**src/rss_pkg.sv**
```systemverilog
// Package for the rotate, subtract and sleep execution unit
// Assumes a single 8-bit datapath on one clock
package rss_pkg;
  localparam int DATA_W = 8;
  localparam int NIB_W = 4;
  localparam logic [7:0] ACC_RST = 8'h00;
  localparam logic [7:0] WD_COUNT_CLEAR = 8'h00;
  localparam logic DEST_ACC = 1'b0;
  localparam logic DEST_REG = 1'b1;
  localparam logic PWR_DOWN_RST = 1'b1;
  localparam logic EXPIRY_RST = 1'b1;
  localparam logic CARRY_RST = 1'b0;
  localparam logic NIB_RST = 1'b0;
  localparam logic ZERO_RST = 1'b0;
  typedef enum logic [2:0] {
    RSS_OP_NONE,
    RSS_OP_RLC,
    RSS_OP_RRC,
    RSS_OP_LIT_SUB,
    RSS_OP_REG_SUB,
    RSS_OP_SLEEP
  } rss_op_t;
endpackage

```
**src/rss_exec.sv**
```systemverilog
// Execution unit for rotate, subtract and sleep instructions
// Assumes the decoder presents one instruction per cycle with its operand
`timescale 1ns/100ps
`default_nettype none
module rss_exec
  import rss_pkg::*;
(
  // Clock and reset
  input wire logic sys_clk,
  input wire logic rst_n,
  // Instruction
  input wire logic instr_valid,
  input wire rss_op_t instr_op,
  input wire logic instr_dest,
  input wire logic [DATA_W-1:0] instr_literal,
  input wire logic [DATA_W-1:0] reg_rdata,
  // Register write-back
  output logic reg_we,
  output logic [DATA_W-1:0] reg_wdata,
  // Architectural state
  output logic [DATA_W-1:0] acc,
  output logic carry_bit,
  output logic nibble_borrow_bit,
  output logic zero_bit,
  output logic power_down_bit,
  output logic watchdog_expiry_bit,
  output logic watchdog_clear
);
  // ----------------------------------------
  // Next-state logic
  // ----------------------------------------
  logic [DATA_W-1:0] acc_reg, acc_next, wd_reg, wd_next;
  logic c_reg, c_next, nb_reg, nb_next, z_reg, z_next;
  logic dn_reg, dn_next, ex_reg, ex_next;
  logic we_reg, we_next, wclr_reg, wclr_next;
  logic [DATA_W-1:0] minuend, res;
  logic [DATA_W:0] diff;
  logic [NIB_W:0] ndiff;
  logic do_write;

  always_comb begin
    acc_next = acc_reg;
    wd_next = wd_reg;
    c_next = c_reg;
    nb_next = nb_reg;
    z_next = z_reg;
    dn_next = dn_reg;
    ex_next = ex_reg;
    we_next = 1'b0;
    wclr_next = 1'b0;
    res = reg_rdata;
    do_write = 1'b0;
    minuend = (instr_op == RSS_OP_LIT_SUB) ? instr_literal : reg_rdata;
    diff = {1'b0, minuend} - {1'b0, acc_reg};
    ndiff = {1'b0, minuend[NIB_W-1:0]} - {1'b0, acc_reg[NIB_W-1:0]};
    if (instr_valid) begin
      case (instr_op)
        RSS_OP_RLC: begin
          res = {reg_rdata[DATA_W-2:0], c_reg};
          c_next = reg_rdata[DATA_W-1];
          do_write = 1'b1;
        end
        RSS_OP_RRC: begin
          res = {c_reg, reg_rdata[DATA_W-1:1]};
          c_next = reg_rdata[0];
          do_write = 1'b1;
        end
        RSS_OP_LIT_SUB: begin
          acc_next = diff[DATA_W-1:0];
          c_next = ~diff[DATA_W];
          nb_next = ~ndiff[NIB_W];
          z_next = (diff[DATA_W-1:0] == 8'h00);
        end
        RSS_OP_REG_SUB: begin
          res = diff[DATA_W-1:0];
          c_next = ~diff[DATA_W];
          nb_next = ~ndiff[NIB_W];
          z_next = (diff[DATA_W-1:0] == 8'h00);
          do_write = 1'b1;
        end
        RSS_OP_SLEEP: begin
          dn_next = 1'b0;
          ex_next = 1'b1;
          wclr_next = 1'b1;
        end
        default: begin
          do_write = 1'b0;
        end
      endcase
      if (do_write) begin
        if (instr_dest == DEST_ACC) begin
          acc_next = res;
        end else begin
          we_next = 1'b1;
          wd_next = res;
        end
      end
    end
  end

  // ----------------------------------------
  // State registers
  // ----------------------------------------
  always_ff @(posedge sys_clk or negedge rst_n) begin
    if (!rst_n) begin
      acc_reg <= ACC_RST;
      wd_reg <= ACC_RST;
      c_reg <= CARRY_RST;
      nb_reg <= NIB_RST;
      z_reg <= ZERO_RST;
      dn_reg <= PWR_DOWN_RST;
      ex_reg <= EXPIRY_RST;
      we_reg <= 1'b0;
      wclr_reg <= 1'b0;
    end else begin
      acc_reg <= acc_next;
      wd_reg <= wd_next;
      c_reg <= c_next;
      nb_reg <= nb_next;
      z_reg <= z_next;
      dn_reg <= dn_next;
      ex_reg <= ex_next;
      we_reg <= we_next;
      wclr_reg <= wclr_next;
    end
  end

  assign acc = acc_reg;
  assign reg_we = we_reg;
  assign reg_wdata = wd_reg;
  assign carry_bit = c_reg;
  assign nibble_borrow_bit = nb_reg;
  assign zero_bit = z_reg;
  assign power_down_bit = dn_reg;
  assign watchdog_expiry_bit = ex_reg;
  assign watchdog_clear = wclr_reg;

  // ----------------------------------------
  // Checks
  // ----------------------------------------
  property p_rlc;
    @(posedge sys_clk) disable iff (!rst_n)
    instr_valid && instr_op == RSS_OP_RLC && instr_dest == DEST_REG |=>
      reg_we && reg_wdata == {$past(reg_rdata[6:0]), $past(c_reg)}
      && carry_bit == $past(reg_rdata[7]);
  endproperty
  a_rlc: assert property (p_rlc) else $error("rotate left wrong");

  property p_dest_acc;
    @(posedge sys_clk) disable iff (!rst_n)
    instr_valid && (instr_op == RSS_OP_RRC || instr_op == RSS_OP_REG_SUB)
      && instr_dest == DEST_ACC |=> !reg_we;
  endproperty
  a_dest_acc: assert property (p_dest_acc) else $error("acc dest wrote register");

  property p_rrc;
    @(posedge sys_clk) disable iff (!rst_n)
    instr_valid && instr_op == RSS_OP_RRC && instr_dest == DEST_ACC |=>
      acc == {$past(c_reg), $past(reg_rdata[7:1])} && carry_bit == $past(reg_rdata[0]);
  endproperty
  a_rrc: assert property (p_rrc) else $error("rotate right wrong");

  property p_sleep;
    @(posedge sys_clk) disable iff (!rst_n)
    instr_valid && instr_op == RSS_OP_SLEEP |=>
      !power_down_bit && watchdog_expiry_bit && watchdog_clear;
  endproperty
  a_sleep: assert property (p_sleep) else $error("sleep effects wrong");

  property p_wclr_pulse;
    @(posedge sys_clk) disable iff (!rst_n)
    watchdog_clear |-> $past(instr_valid) && $past(instr_op) == RSS_OP_SLEEP;
  endproperty
  a_wclr_pulse: assert property (p_wclr_pulse) else $error("stray watchdog clear");

  property p_lit_sub;
    @(posedge sys_clk) disable iff (!rst_n)
    instr_valid && instr_op == RSS_OP_LIT_SUB |=>
      acc == 8'($past(instr_literal) - $past(acc))
      && carry_bit == ($past(acc) <= $past(instr_literal))
      && nibble_borrow_bit == ($past(acc[3:0]) <= $past(instr_literal[3:0]));
  endproperty
  a_lit_sub: assert property (p_lit_sub) else $error("literal subtract wrong");

  property p_reg_sub;
    @(posedge sys_clk) disable iff (!rst_n)
    instr_valid && instr_op == RSS_OP_REG_SUB && instr_dest == DEST_REG |=>
      reg_wdata == 8'($past(reg_rdata) - $past(acc))
      && carry_bit == ($past(acc) <= $past(reg_rdata))
      && zero_bit == ($past(reg_rdata) == $past(acc));
  endproperty
  a_reg_sub: assert property (p_reg_sub) else $error("register subtract wrong");

  property p_rot_flags;
    @(posedge sys_clk) disable iff (!rst_n)
    instr_valid && (instr_op == RSS_OP_RLC || instr_op == RSS_OP_RRC) |=>
      $stable(zero_bit) && $stable(nibble_borrow_bit);
  endproperty
  a_rot_flags: assert property (p_rot_flags) else $error("rotate touched flags");

  property p_lit_zero;
    @(posedge sys_clk) disable iff (!rst_n)
    instr_valid && instr_op == RSS_OP_LIT_SUB |=>
      zero_bit == ($past(instr_literal) == $past(acc));
  endproperty
  a_lit_zero: assert property (p_lit_zero) else $error("literal subtract zero wrong");

  property p_reg_sub_acc;
    @(posedge sys_clk) disable iff (!rst_n)
    instr_valid && instr_op == RSS_OP_REG_SUB && instr_dest == DEST_ACC |=>
      acc == 8'($past(reg_rdata) - $past(acc)) && !reg_we;
  endproperty
  a_reg_sub_acc: assert property (p_reg_sub_acc) else $error("subtract into acc wrong");

  property p_idle;
    @(posedge sys_clk) disable iff (!rst_n)
    !instr_valid |=>
      $stable(acc) && $stable(carry_bit) && !reg_we && !watchdog_clear;
  endproperty
  a_idle: assert property (p_idle) else $error("idle cycle changed state");
endmodule // rss_exec
`default_nettype wire

```
**config.mk**
```make
export PLATFORM = sky130hd
export DESIGN_NAME = rss_exec
export DESIGN_NICKNAME = d
export VERILOG_FILES = /design/src/rss_pkg.sv /design/src/rss_exec.sv
export SDC_FILE = /design/constraint.sdc
export NUM_CORES = 1
export LEC_CHECK = 0
export BUFFER_PORTS_ARGS = -buffer_cell sky130_fd_sc_hd__buf_2
export CAP_MARGIN = 20
export CORE_UTILIZATION = 44
export DETAILED_ROUTE_END_ITERATION = 10
export GPL_ROUTABILITY_DRIVEN = 1
export PLACE_DENSITY = 0.76
export SYNTH_ARGS = -nofsm -noshare
export SYNTH_HDL_FRONTEND = slang
export SYNTH_SLANG_ARGS = --single-unit
export TNS_END_PERCENT = 1
```
**constraint.sdc**
```tcl
create_clock -name sys_clk -period 2.73 [get_ports sys_clk]
set_input_delay 0.546 -clock sys_clk [delete_from_list [all_inputs] [get_ports sys_clk]]
set_output_delay 0.546 -clock sys_clk [all_outputs]
set_load 0.02 [all_outputs]
```
### Yosys cells after proc, flatten, opt, wreduce, memory -nomap -nowiden

Index checks and enable logic that the tools add are counted.

| word-level totals | value |
|---|---|
| register bits | 22 |
| bits of input ports | 23 |
| output and inout bits | 23 |

| operators by class | value |
|---|---|
| add/sub/neg operators | 2 |
| eq/ne operators | 5 |
| muxes and demuxes | 13 |
| bitwise logic cells | 2 |
| reduce and logical (&&, ||, !) cells | 8 |

Operators with widths:

| kind | number |
|---|---|
| 2-to-1 mux 8 bit | 4 |
| one-hot mux 8 bit (3 select lines) | 1 |
| subtractor 8 x 8 -> 9 bit | 1 |
| zero test 8 bit | 1 |
| 2-to-1 mux 1 bit | 7 |
| == test 3 x 2 -> 1 bit, second input constant | 2 |
| == test 3 bit, second input constant | 2 |
| AND reduction 2 bit | 3 |
| subtractor 4 x 4 -> 5 bit | 1 |
| == test 3 x 1 -> 1 bit, second input constant | 1 |
| one-hot mux 1 bit (3 select lines) | 1 |
| AND reduction 3 bit | 1 |
| nonzero test 3 bit | 1 |
| OR reduction 3 bit | 1 |
| inverter 1 bit | 2 |
| OR reduction 2 bit | 1 |

### Longest topological paths before layout

Gate-level depths: netlist of the first run.

| logic depth | value |
|---|---|
| depth in word-level cells | 6 |
| depth in mapped cells | 15 |
| gate-level depth less buffers | 12 |

### Worst setup path after synthesis of the first run

OpenSTA, ideal clock, no wires.

| path | value |
|---|---|
| path kind | in2reg |
| start | in instr_op[2] |
| end | reg z_reg (netlist: zero_bit) |
| library setup time | 0.092 ns |
| data arrival time | 3.285 ns |
| data required time | 2.638 ns |
| slack | -0.647 ns |
| cell stages on the path | 14 |
| path buffers | 4 |
| cells stage by stage | buf_4 > nor2b_4 > buf_6 > and2_1 > buf_2 > clkbuf_1 > a21oi_1 > ha_1 > fa_1 > nand2b_1 > a21oi_1 > xor2_1 > or4_4 > o31ai_2 |

| between the ends | value |
|---|---|
| cells in the longest elaborated chain, start to end | 4 |

Ends and longest elaborated chain:

| element | line | source |
|---|---|---|
| start, declared | rss_exec.sv:13 | `input wire rss_op_t instr_op,` |
| == test 3 x 2 -> 1 bit | rss_exec.sv:53, rss_exec.sv:57 |  |
| 2-to-1 mux 8 bit | rss_exec.sv:53 | `minuend = (instr_op == RSS_OP_LIT_SUB) ? instr_literal : reg_rdata;` |
| subtractor 8 x 8 -> 9 bit | rss_exec.sv:54 | `diff = {1'b0, minuend} - {1'b0, acc_reg};` |
| zero test 8 bit | rss_exec.sv:72, rss_exec.sv:78 |  |
| end signal, assigned | rss_exec.sv:120 | `z_reg <= z_next;` |
| end, declared | rss_exec.sv:33 | `logic c_reg, c_next, nb_reg, nb_next, z_reg, z_next;` |

Several ways; a longest one is shown, not always the timed one.
A chain may end at the register's enable or synchronous reset.

### Worst setup path after layout of the first run

Same ends and word-level chain as after synthesis.

==> flow_summary.json, run 1 <==
{
  "status": "completed",
  "grt_max_degree": 23,
  "grt_pass1_vias": 1677,
  "cts.clk_slew.worst_paths_ps": 80,
  "utilization": 0.588,
  "ctsResizeCount": 0,
  "clkPwrFrac": 0.127,
  "placed_area_sq_um": 2170,
  "rows": 22,
  "multiInputGateArea_sq_um": 1140,
  "crit_arrival_ps": 2790,
  "p_int_mw": 0.955,
  "cts_buffers": 3,
  "worst_pin_slew_ps": 644,
  "power_frac_seq": 0.280,
  "switchingPower_mw": 0.731,
  "yosysMostFrequentCell": "nand2_1",
  "critPathKind": "primary input to flip-flop",
  "ys_top_cells_by_area": "dfrtp_1 (29%), ha_1 (6.3%), a21oi_1 (6.1%), nand2_1 (4.8%), o21ai_0 (4.5%)",
  "cp_common_cell": "nand2_1",
  "finalMaxSlewViolations": 0,
  "stdcell_area_sq_um": 2230,
  "grt_pass1_wl_um": 8020,
  "rsz0062_at_grt": "no",
  "grt_overflow_total": 0,
  "synth_seq_cells": 22,
  "die_x_um": 65.9,
  "start_util": 0.473,
  "maxCapViolCount": 0,
  "reg2reg_from": "acc[2]",
  "crit_family": "compound AO/OA/AOI/OAI gates",
  "p_sw_frac": 0.434,
  "r2r_end": "zero_bit",
  "crit_start": "instr_op[2]",
  "yosysTopAreaCellShare": 0.292,
  "die_area_sq_um": 4340,
  "syn_inst": 223,
  "yosysWarningCount": 0,
  "p_comb_frac": 0.593,
  "port_buffers": 44,
  "fillCellCount": 363,
  "cts-root-buf": "clkbuf_8",
  "slew_headroom": 0.565,
  "synth_ff_type": "dfrtp_1",
  "hp-class": "primary input to async pin",
  "fmax_ghz": 0.383,
  "cts_hold_buf": 0,
  "syn_nets": 256,
  "crit_fanout": 8,
  "worst-path-buf-inv": 3,
  "cp_slowest_cell": "ha_1",
  "grt_use_total": 0.247,
  "drt_iter0_drc": 225,
  "routedWlPerCell_um": 15.6,
  "firstDrtPassIters": 5,
  "ir_worst_vdd_mv": 0.352,
  "seq_area_sq_um": 552,
  "async_flop_share": 1.00,
  "max_stage_delay_ps": 340,
  "skew_ps": 2.37,
  "finalCriticalPeriod_ps": 2610,
  "period_share": 0.955,
  "rrSetupSlack_ps": 570,
  "antenna_found_initial": 0,
  "ys_seq_area_frac": 0.307,
  "fp.dieH_um": 65.9,
  "required_ps": 2920,
  "leakage_nw": 1.10,
  "vias": 1925,
  "synth_edf_count": 0,
  "post-route-drc-count": 0,
  "drive_gt1_frac": 0.314,
  "cts.htree.levels": 1,
  "hpwl_um": 3770,
  "core_region_area_sq_um": 3800,
  "clock_path_buffers": 2,
  "clkLatencyLatePin_ps": 270,
  "setup_viol": 0,
  "total_power_mw": 1.69,
  "diodes": 0,
  "yosysTopAreaCell": "dfrtp_1",
  "crit_path_end_kind": "flip-flop",
  "p_per_area_nw_per_um2": 755,
  "synth.cell_area_sq_um": 1800,
  "cp-start-kind": "primary input",
  "finalHoldViolCount": 0,
  "io-pin-count": 46,
  "viasPerCell": 5.87,
  "layout.nets": 314,
  "synthTopCellsByCount": "nand2_1 (23), a21oi_1 (22), dfrtp_1 (21), nor2_1 (20), o21ai_0 (16)",
  "synthToLayoutAreaGrowth_pct": 24.2,
  "clock-sinks": 22,
  "path_cells": "buf_2 -> nor2b_4 -> buf_4 -> nand2_4 -> nand2_1 -> nand2_1 -> ha_1 -> o21ai_0 -> a21oi_1 -> nor4_1 -> a311oi_1 -> buf_4 -> nand2_1 -> o31ai_2",
  "routed_wl_um": 5130,
  "synth_cell_types": 56,
  "tritoncts": "done",
  "antenna_left": 0,
  "r2r_cells": 9,
  "syn_avg_cell_area_sq_um": 8.06,
  "place_congestion": 0.886
}
-- worst max path at each step --
stage,endpoint,slack [ps],cells past startpoint
6_report,zero_bit,120,14
5_1_grt,zero_bit,8,14
3_3_place_gp,zero_bit,-70,13
3_5_place_dp,zero_bit,-180,13
4_1_cts,zero_bit,110,13
2_1_floorplan,zero_bit,-240,13
-- cells in the final DEF (no fill, tap or decap), drive strengths merged, types with 4 or more instances in the layout --
cell	netlist	final
dfrtp	21	21
a21oi	22	22
clkbuf	3	4
nand2	27	27
inv	16	16
buf	9	64
o21ai	24	24
o21a	4	4
nor2	21	21
o31ai	5	5
nand2b	6	6
ha	9	9
-- power by group through the flow --
stage	clock network [mW]	logic [mW]	registers [mW]
after floorplan	0	0.525	0.576
after detailed placement	0	0.982	0.479
after global routing	0.237	1.09	0.484
after CTS	0.225	0.987	0.473
after global placement	0	0.965	0.477
final	0.215	0.999	0.472
-- per-layer routing --
metal  part of all wire  up-vias  track usage
li1                   -      911            -
met1               0.42      858        0.328
met2               0.45      135        0.399
met3               0.10       21       0.0448
met4              0.027        0       0.0842
met5                  0        -            0
-- cell families (layout without fill, tap and decap cells) --
family          after synthesis  after routing  synth area share
other cells                   1              1           0.00209
flops                        22             22             0.307
buf+inv                      28             84            0.0724
fa+ha+maj                    10             10            0.0738
compound gates               84             84             0.303
simple gates                 72             73             0.210
xor+xnor                      4              4            0.0195
mux                           2              2            0.0125
-- area by class of cell --
cell class | count | area share
multi-input cells | 174 | 0.513
flip-flops and latches | 22 | 0.247
repair buffers | 64 | 0.166
inverters | 16 | 0.0269
well taps | 48 | 0.0269
clock buffers | 4 | 0.0202
-- per-stage QoR --
| stage | worst slack [ps] | hold slack, ps | cells | setup TNS (ps) |
|---|---|---|---|---|
| 6_report | 122 | 232 | 328 | 0 |
| 2_1_floorplan | -241 | 250 | 223 | -765 |
| 3_5_place_dp | -179 | 464 | 322 | -664 |
| 5_1_grt | 8.40 | 273 | 328 | 0 |
| 4_1_cts | 114 | 255 | 326 | 0 |
| 3_3_place_gp | -70.7 | 469 | 322 | -158 |
-- worst reg2reg max path: stages (launching register included) --
cell	delay (ps)
dfrtp_1	370
inv_1	50
ha_1	390
o21ai_0	100
a21oi_1	280
nor4_1	80
a311oi_1	340
buf_4	190
nand2_1	60
o31ai_2	230
-- timing repair --
action / CTS / global route
endpoints found under the hold margin: 0 / 0
setup buffers: 0 / 1
setup endpoints to repair: 0 / 1
No activity file was read; power rests on OpenSTA's default activity.
==> run 2: changes to the inputs <==
--- a/config.mk
+++ b/config.mk
@@ -11,6 +11,7 @@
 export DETAILED_ROUTE_END_ITERATION = 10
 export GPL_ROUTABILITY_DRIVEN = 1
 export PLACE_DENSITY = 0.76
+export REMOVE_ABC_BUFFERS = 1
 export SYNTH_ARGS = -nofsm -noshare
 export SYNTH_HDL_FRONTEND = slang
 export SYNTH_SLANG_ARGS = --single-unit
==> constraint.sdc (replaced) <==
create_clock -name sys_clk -period 2.6 [get_ports sys_clk]
set_input_delay 0.52 -clock sys_clk [delete_from_list [all_inputs] [get_ports sys_clk]]
set_output_delay 0.52 -clock sys_clk [all_outputs]
set_load 0.02 [all_outputs]
==> run 2 against run 1 <==
  * Final area rose by 8.2%
  * Via count rose by 0.73%
  * Largest cell class unchanged
  * Sequential share of layout area fell by 1.9 points
  * Total power rose by 22%
  * Sequential power rose by 5.1%
==> flow_summary.json, run 2 (synthesized netlist as in run 1, its figures left out) <==
{
  "setup_viol": 0,
  "viasPerCell": 5.72,
  "cts-root-buf": "clkbuf_8",
  "cts_hold_buf": 0,
  "place_congestion": 0.939,
  "antenna_found_initial": 0,
  "slew_headroom": 0.651,
  "rows": 22,
  "core_region_area_sq_um": 3800,
  "worst_slack_ps": 50.1,
  "critPathKind": "primary input to flip-flop",
  "finalSetupTns_ps": 0,
  "grt_pass1_wl_um": 8120,
  "die_x_um": 65.9,
  "grt_max_degree": 23,
  "layout.nets": 325,
  "cp_slowest_cell": "or4_4",
  "hp-class": "primary input to async pin",
  "fmax_ghz": 0.392,
  "fp.dieH_um": 65.9,
  "max_stage_delay_ps": 530,
  "hpwl_um": 3760,
  "p_per_area_nw_per_um2": 851,
  "io-pin-count": 46,
  "finalCriticalPeriod_ps": 2550,
  "rsz0062_at_grt": "yes",
  "period_share": 0.981,
  "finalHoldViolCount": 0,
  "whs_ps": 207,
  "tritoncts": "done",
  "post-route-drc-count": 0,
  "clock-sinks": 22,
  "cp-start-kind": "primary input",
  "grt_use_total": 0.247,
  "grt_overflow_total": 0,
  "total_power_mw": 2.06,
  "synthToLayoutAreaGrowth_pct": 34.5,
  "antenna_left": 0,
  "crit_arrival_ps": 2740,
  "cts.htree.levels": 1,
  "path_cells": "buf_2 -> nor2b_4 -> and2_4 -> nor2_2 -> a21oi_2 -> ha_1 -> fa_2 -> nand2b_4 -> a21oi_4 -> xor2_1 -> or4_4 -> o31ai_2",
  "clkLatencyLatePin_ps": 270,
  "placed_area_sq_um": 2220,
  "routedWlPerCell_um": 15.1,
  "required_ps": 2790,
  "crit_fanout": 5,
  "layout_common_cells": "buf_2 (44), buf_4 (30), nand2_1 (23)",
  "cts.clk_slew.worst_paths_ps": 90,
  "finalMaxSlewViolations": 0,
  "cts_buffers": 3,
  "firstDrtPassIters": 4,
  "drt_iter0_drc": 102,
  "drive_gt1_frac": 0.375,
  "port_buffers": 44,
  "clock_path_buffers": 2,
  "grt_pass1_vias": 1714,
  "routed_wl_um": 5110,
  "leakage_nw": 1.19,
  "r2r_cells": 7,
  "start_util": 0.473,
  "maxCapViolCount": 0,
  "mostFrequentLayoutCell": "buf_2",
  "diodes": 0,
  "vias": 1939,
  "status": "completed",
  "crit_path_end_kind": "flip-flop",
  "stdcell_area_sq_um": 2420,
  "ir_worst_vdd_mv": 0.467,
  "dp_slack_ps": -384,
  "worst_pin_slew_ps": 523,
  "die_area_sq_um": 4340,
  "skew_ps": 2.34
}
[run 2: repair_timing]
item,in CTS,in global routing
pin swaps,0,4
cloned,0,0
setup endpoints to repair,3,10
setup buffers,0,3
hold endpoints to repair,0,0
resized for setup,9,16
[run 2: path summary, 6_finish.rpt]
| path | from | end | slack [ps] |
|---|---|---|---|
| min | rst_n | acc[6] | 210 |
| min in group sys_clk | reg_wdata[5] | reg_wdata[5] | 480 |
| max reg2reg | acc[0] | zero_bit | 390 |
| max in group asynchronous | rst_n | power_down_bit | 2030 |
| min reg2reg | reg_wdata[5] | reg_wdata[5] | 480 |
| max | instr_op[0] | zero_bit | 50 |
[run 2: routing by layer]
metal | GRT usage | wire (um) | up-vias | part of all wire
met2 | 0.395 | 2390 | 81 | 0.47
met3 | 0.0448 | 318 | 11 | 0.062
met4 | 0.0707 | 97 | 0 | 0.019
li1 | - | - | 937 | -
met1 | 0.336 | 2300 | 910 | 0.45
met5 | 0 | 0 | - | 0
[run 2: layout make-up]
| cell class | count | area (sq um) |
|---|---|---|
| multi-input combinational | 173 | 1200 |
| clock inverter | 1 | 30.0 |
| tap | 48 | 60.1 |
| timing repair buffer | 76 | 477 |
| inverter | 16 | 60.1 |
| clock buffer | 3 | 41.3 |
| sequential | 22 | 552 |
| fill | 340 | 1380 |
[run 2: worst max-delay path: cells and delay by family]
family | cells | cell delay [ps]
AO/OA/AOI/OAI | 3 | 370
buffers and inverters | 1 | 110
adder cells (fa/ha/maj) | 2 | 540
XOR/XNOR | 1 | 90
AND/OR/NAND/NOR | 5 | 1100
[run 2: where the power goes]
part           internal (mW)  switching, mW  leakage [nW]  total (mW)
Sequential             0.429         0.0670         0.263       0.496
Clock                  0.206          0.129        0.0357       0.336
Combinational          0.576          0.648         0.889        1.22
[run 2: metrics by stage]
step           cells  utilization
5_1_grt          339        0.636
3_5_place_dp     332        0.586
4_1_cts          336        0.615
6_report         339        0.636
2_1_floorplan    211            -
3_3_place_gp     332        0.586
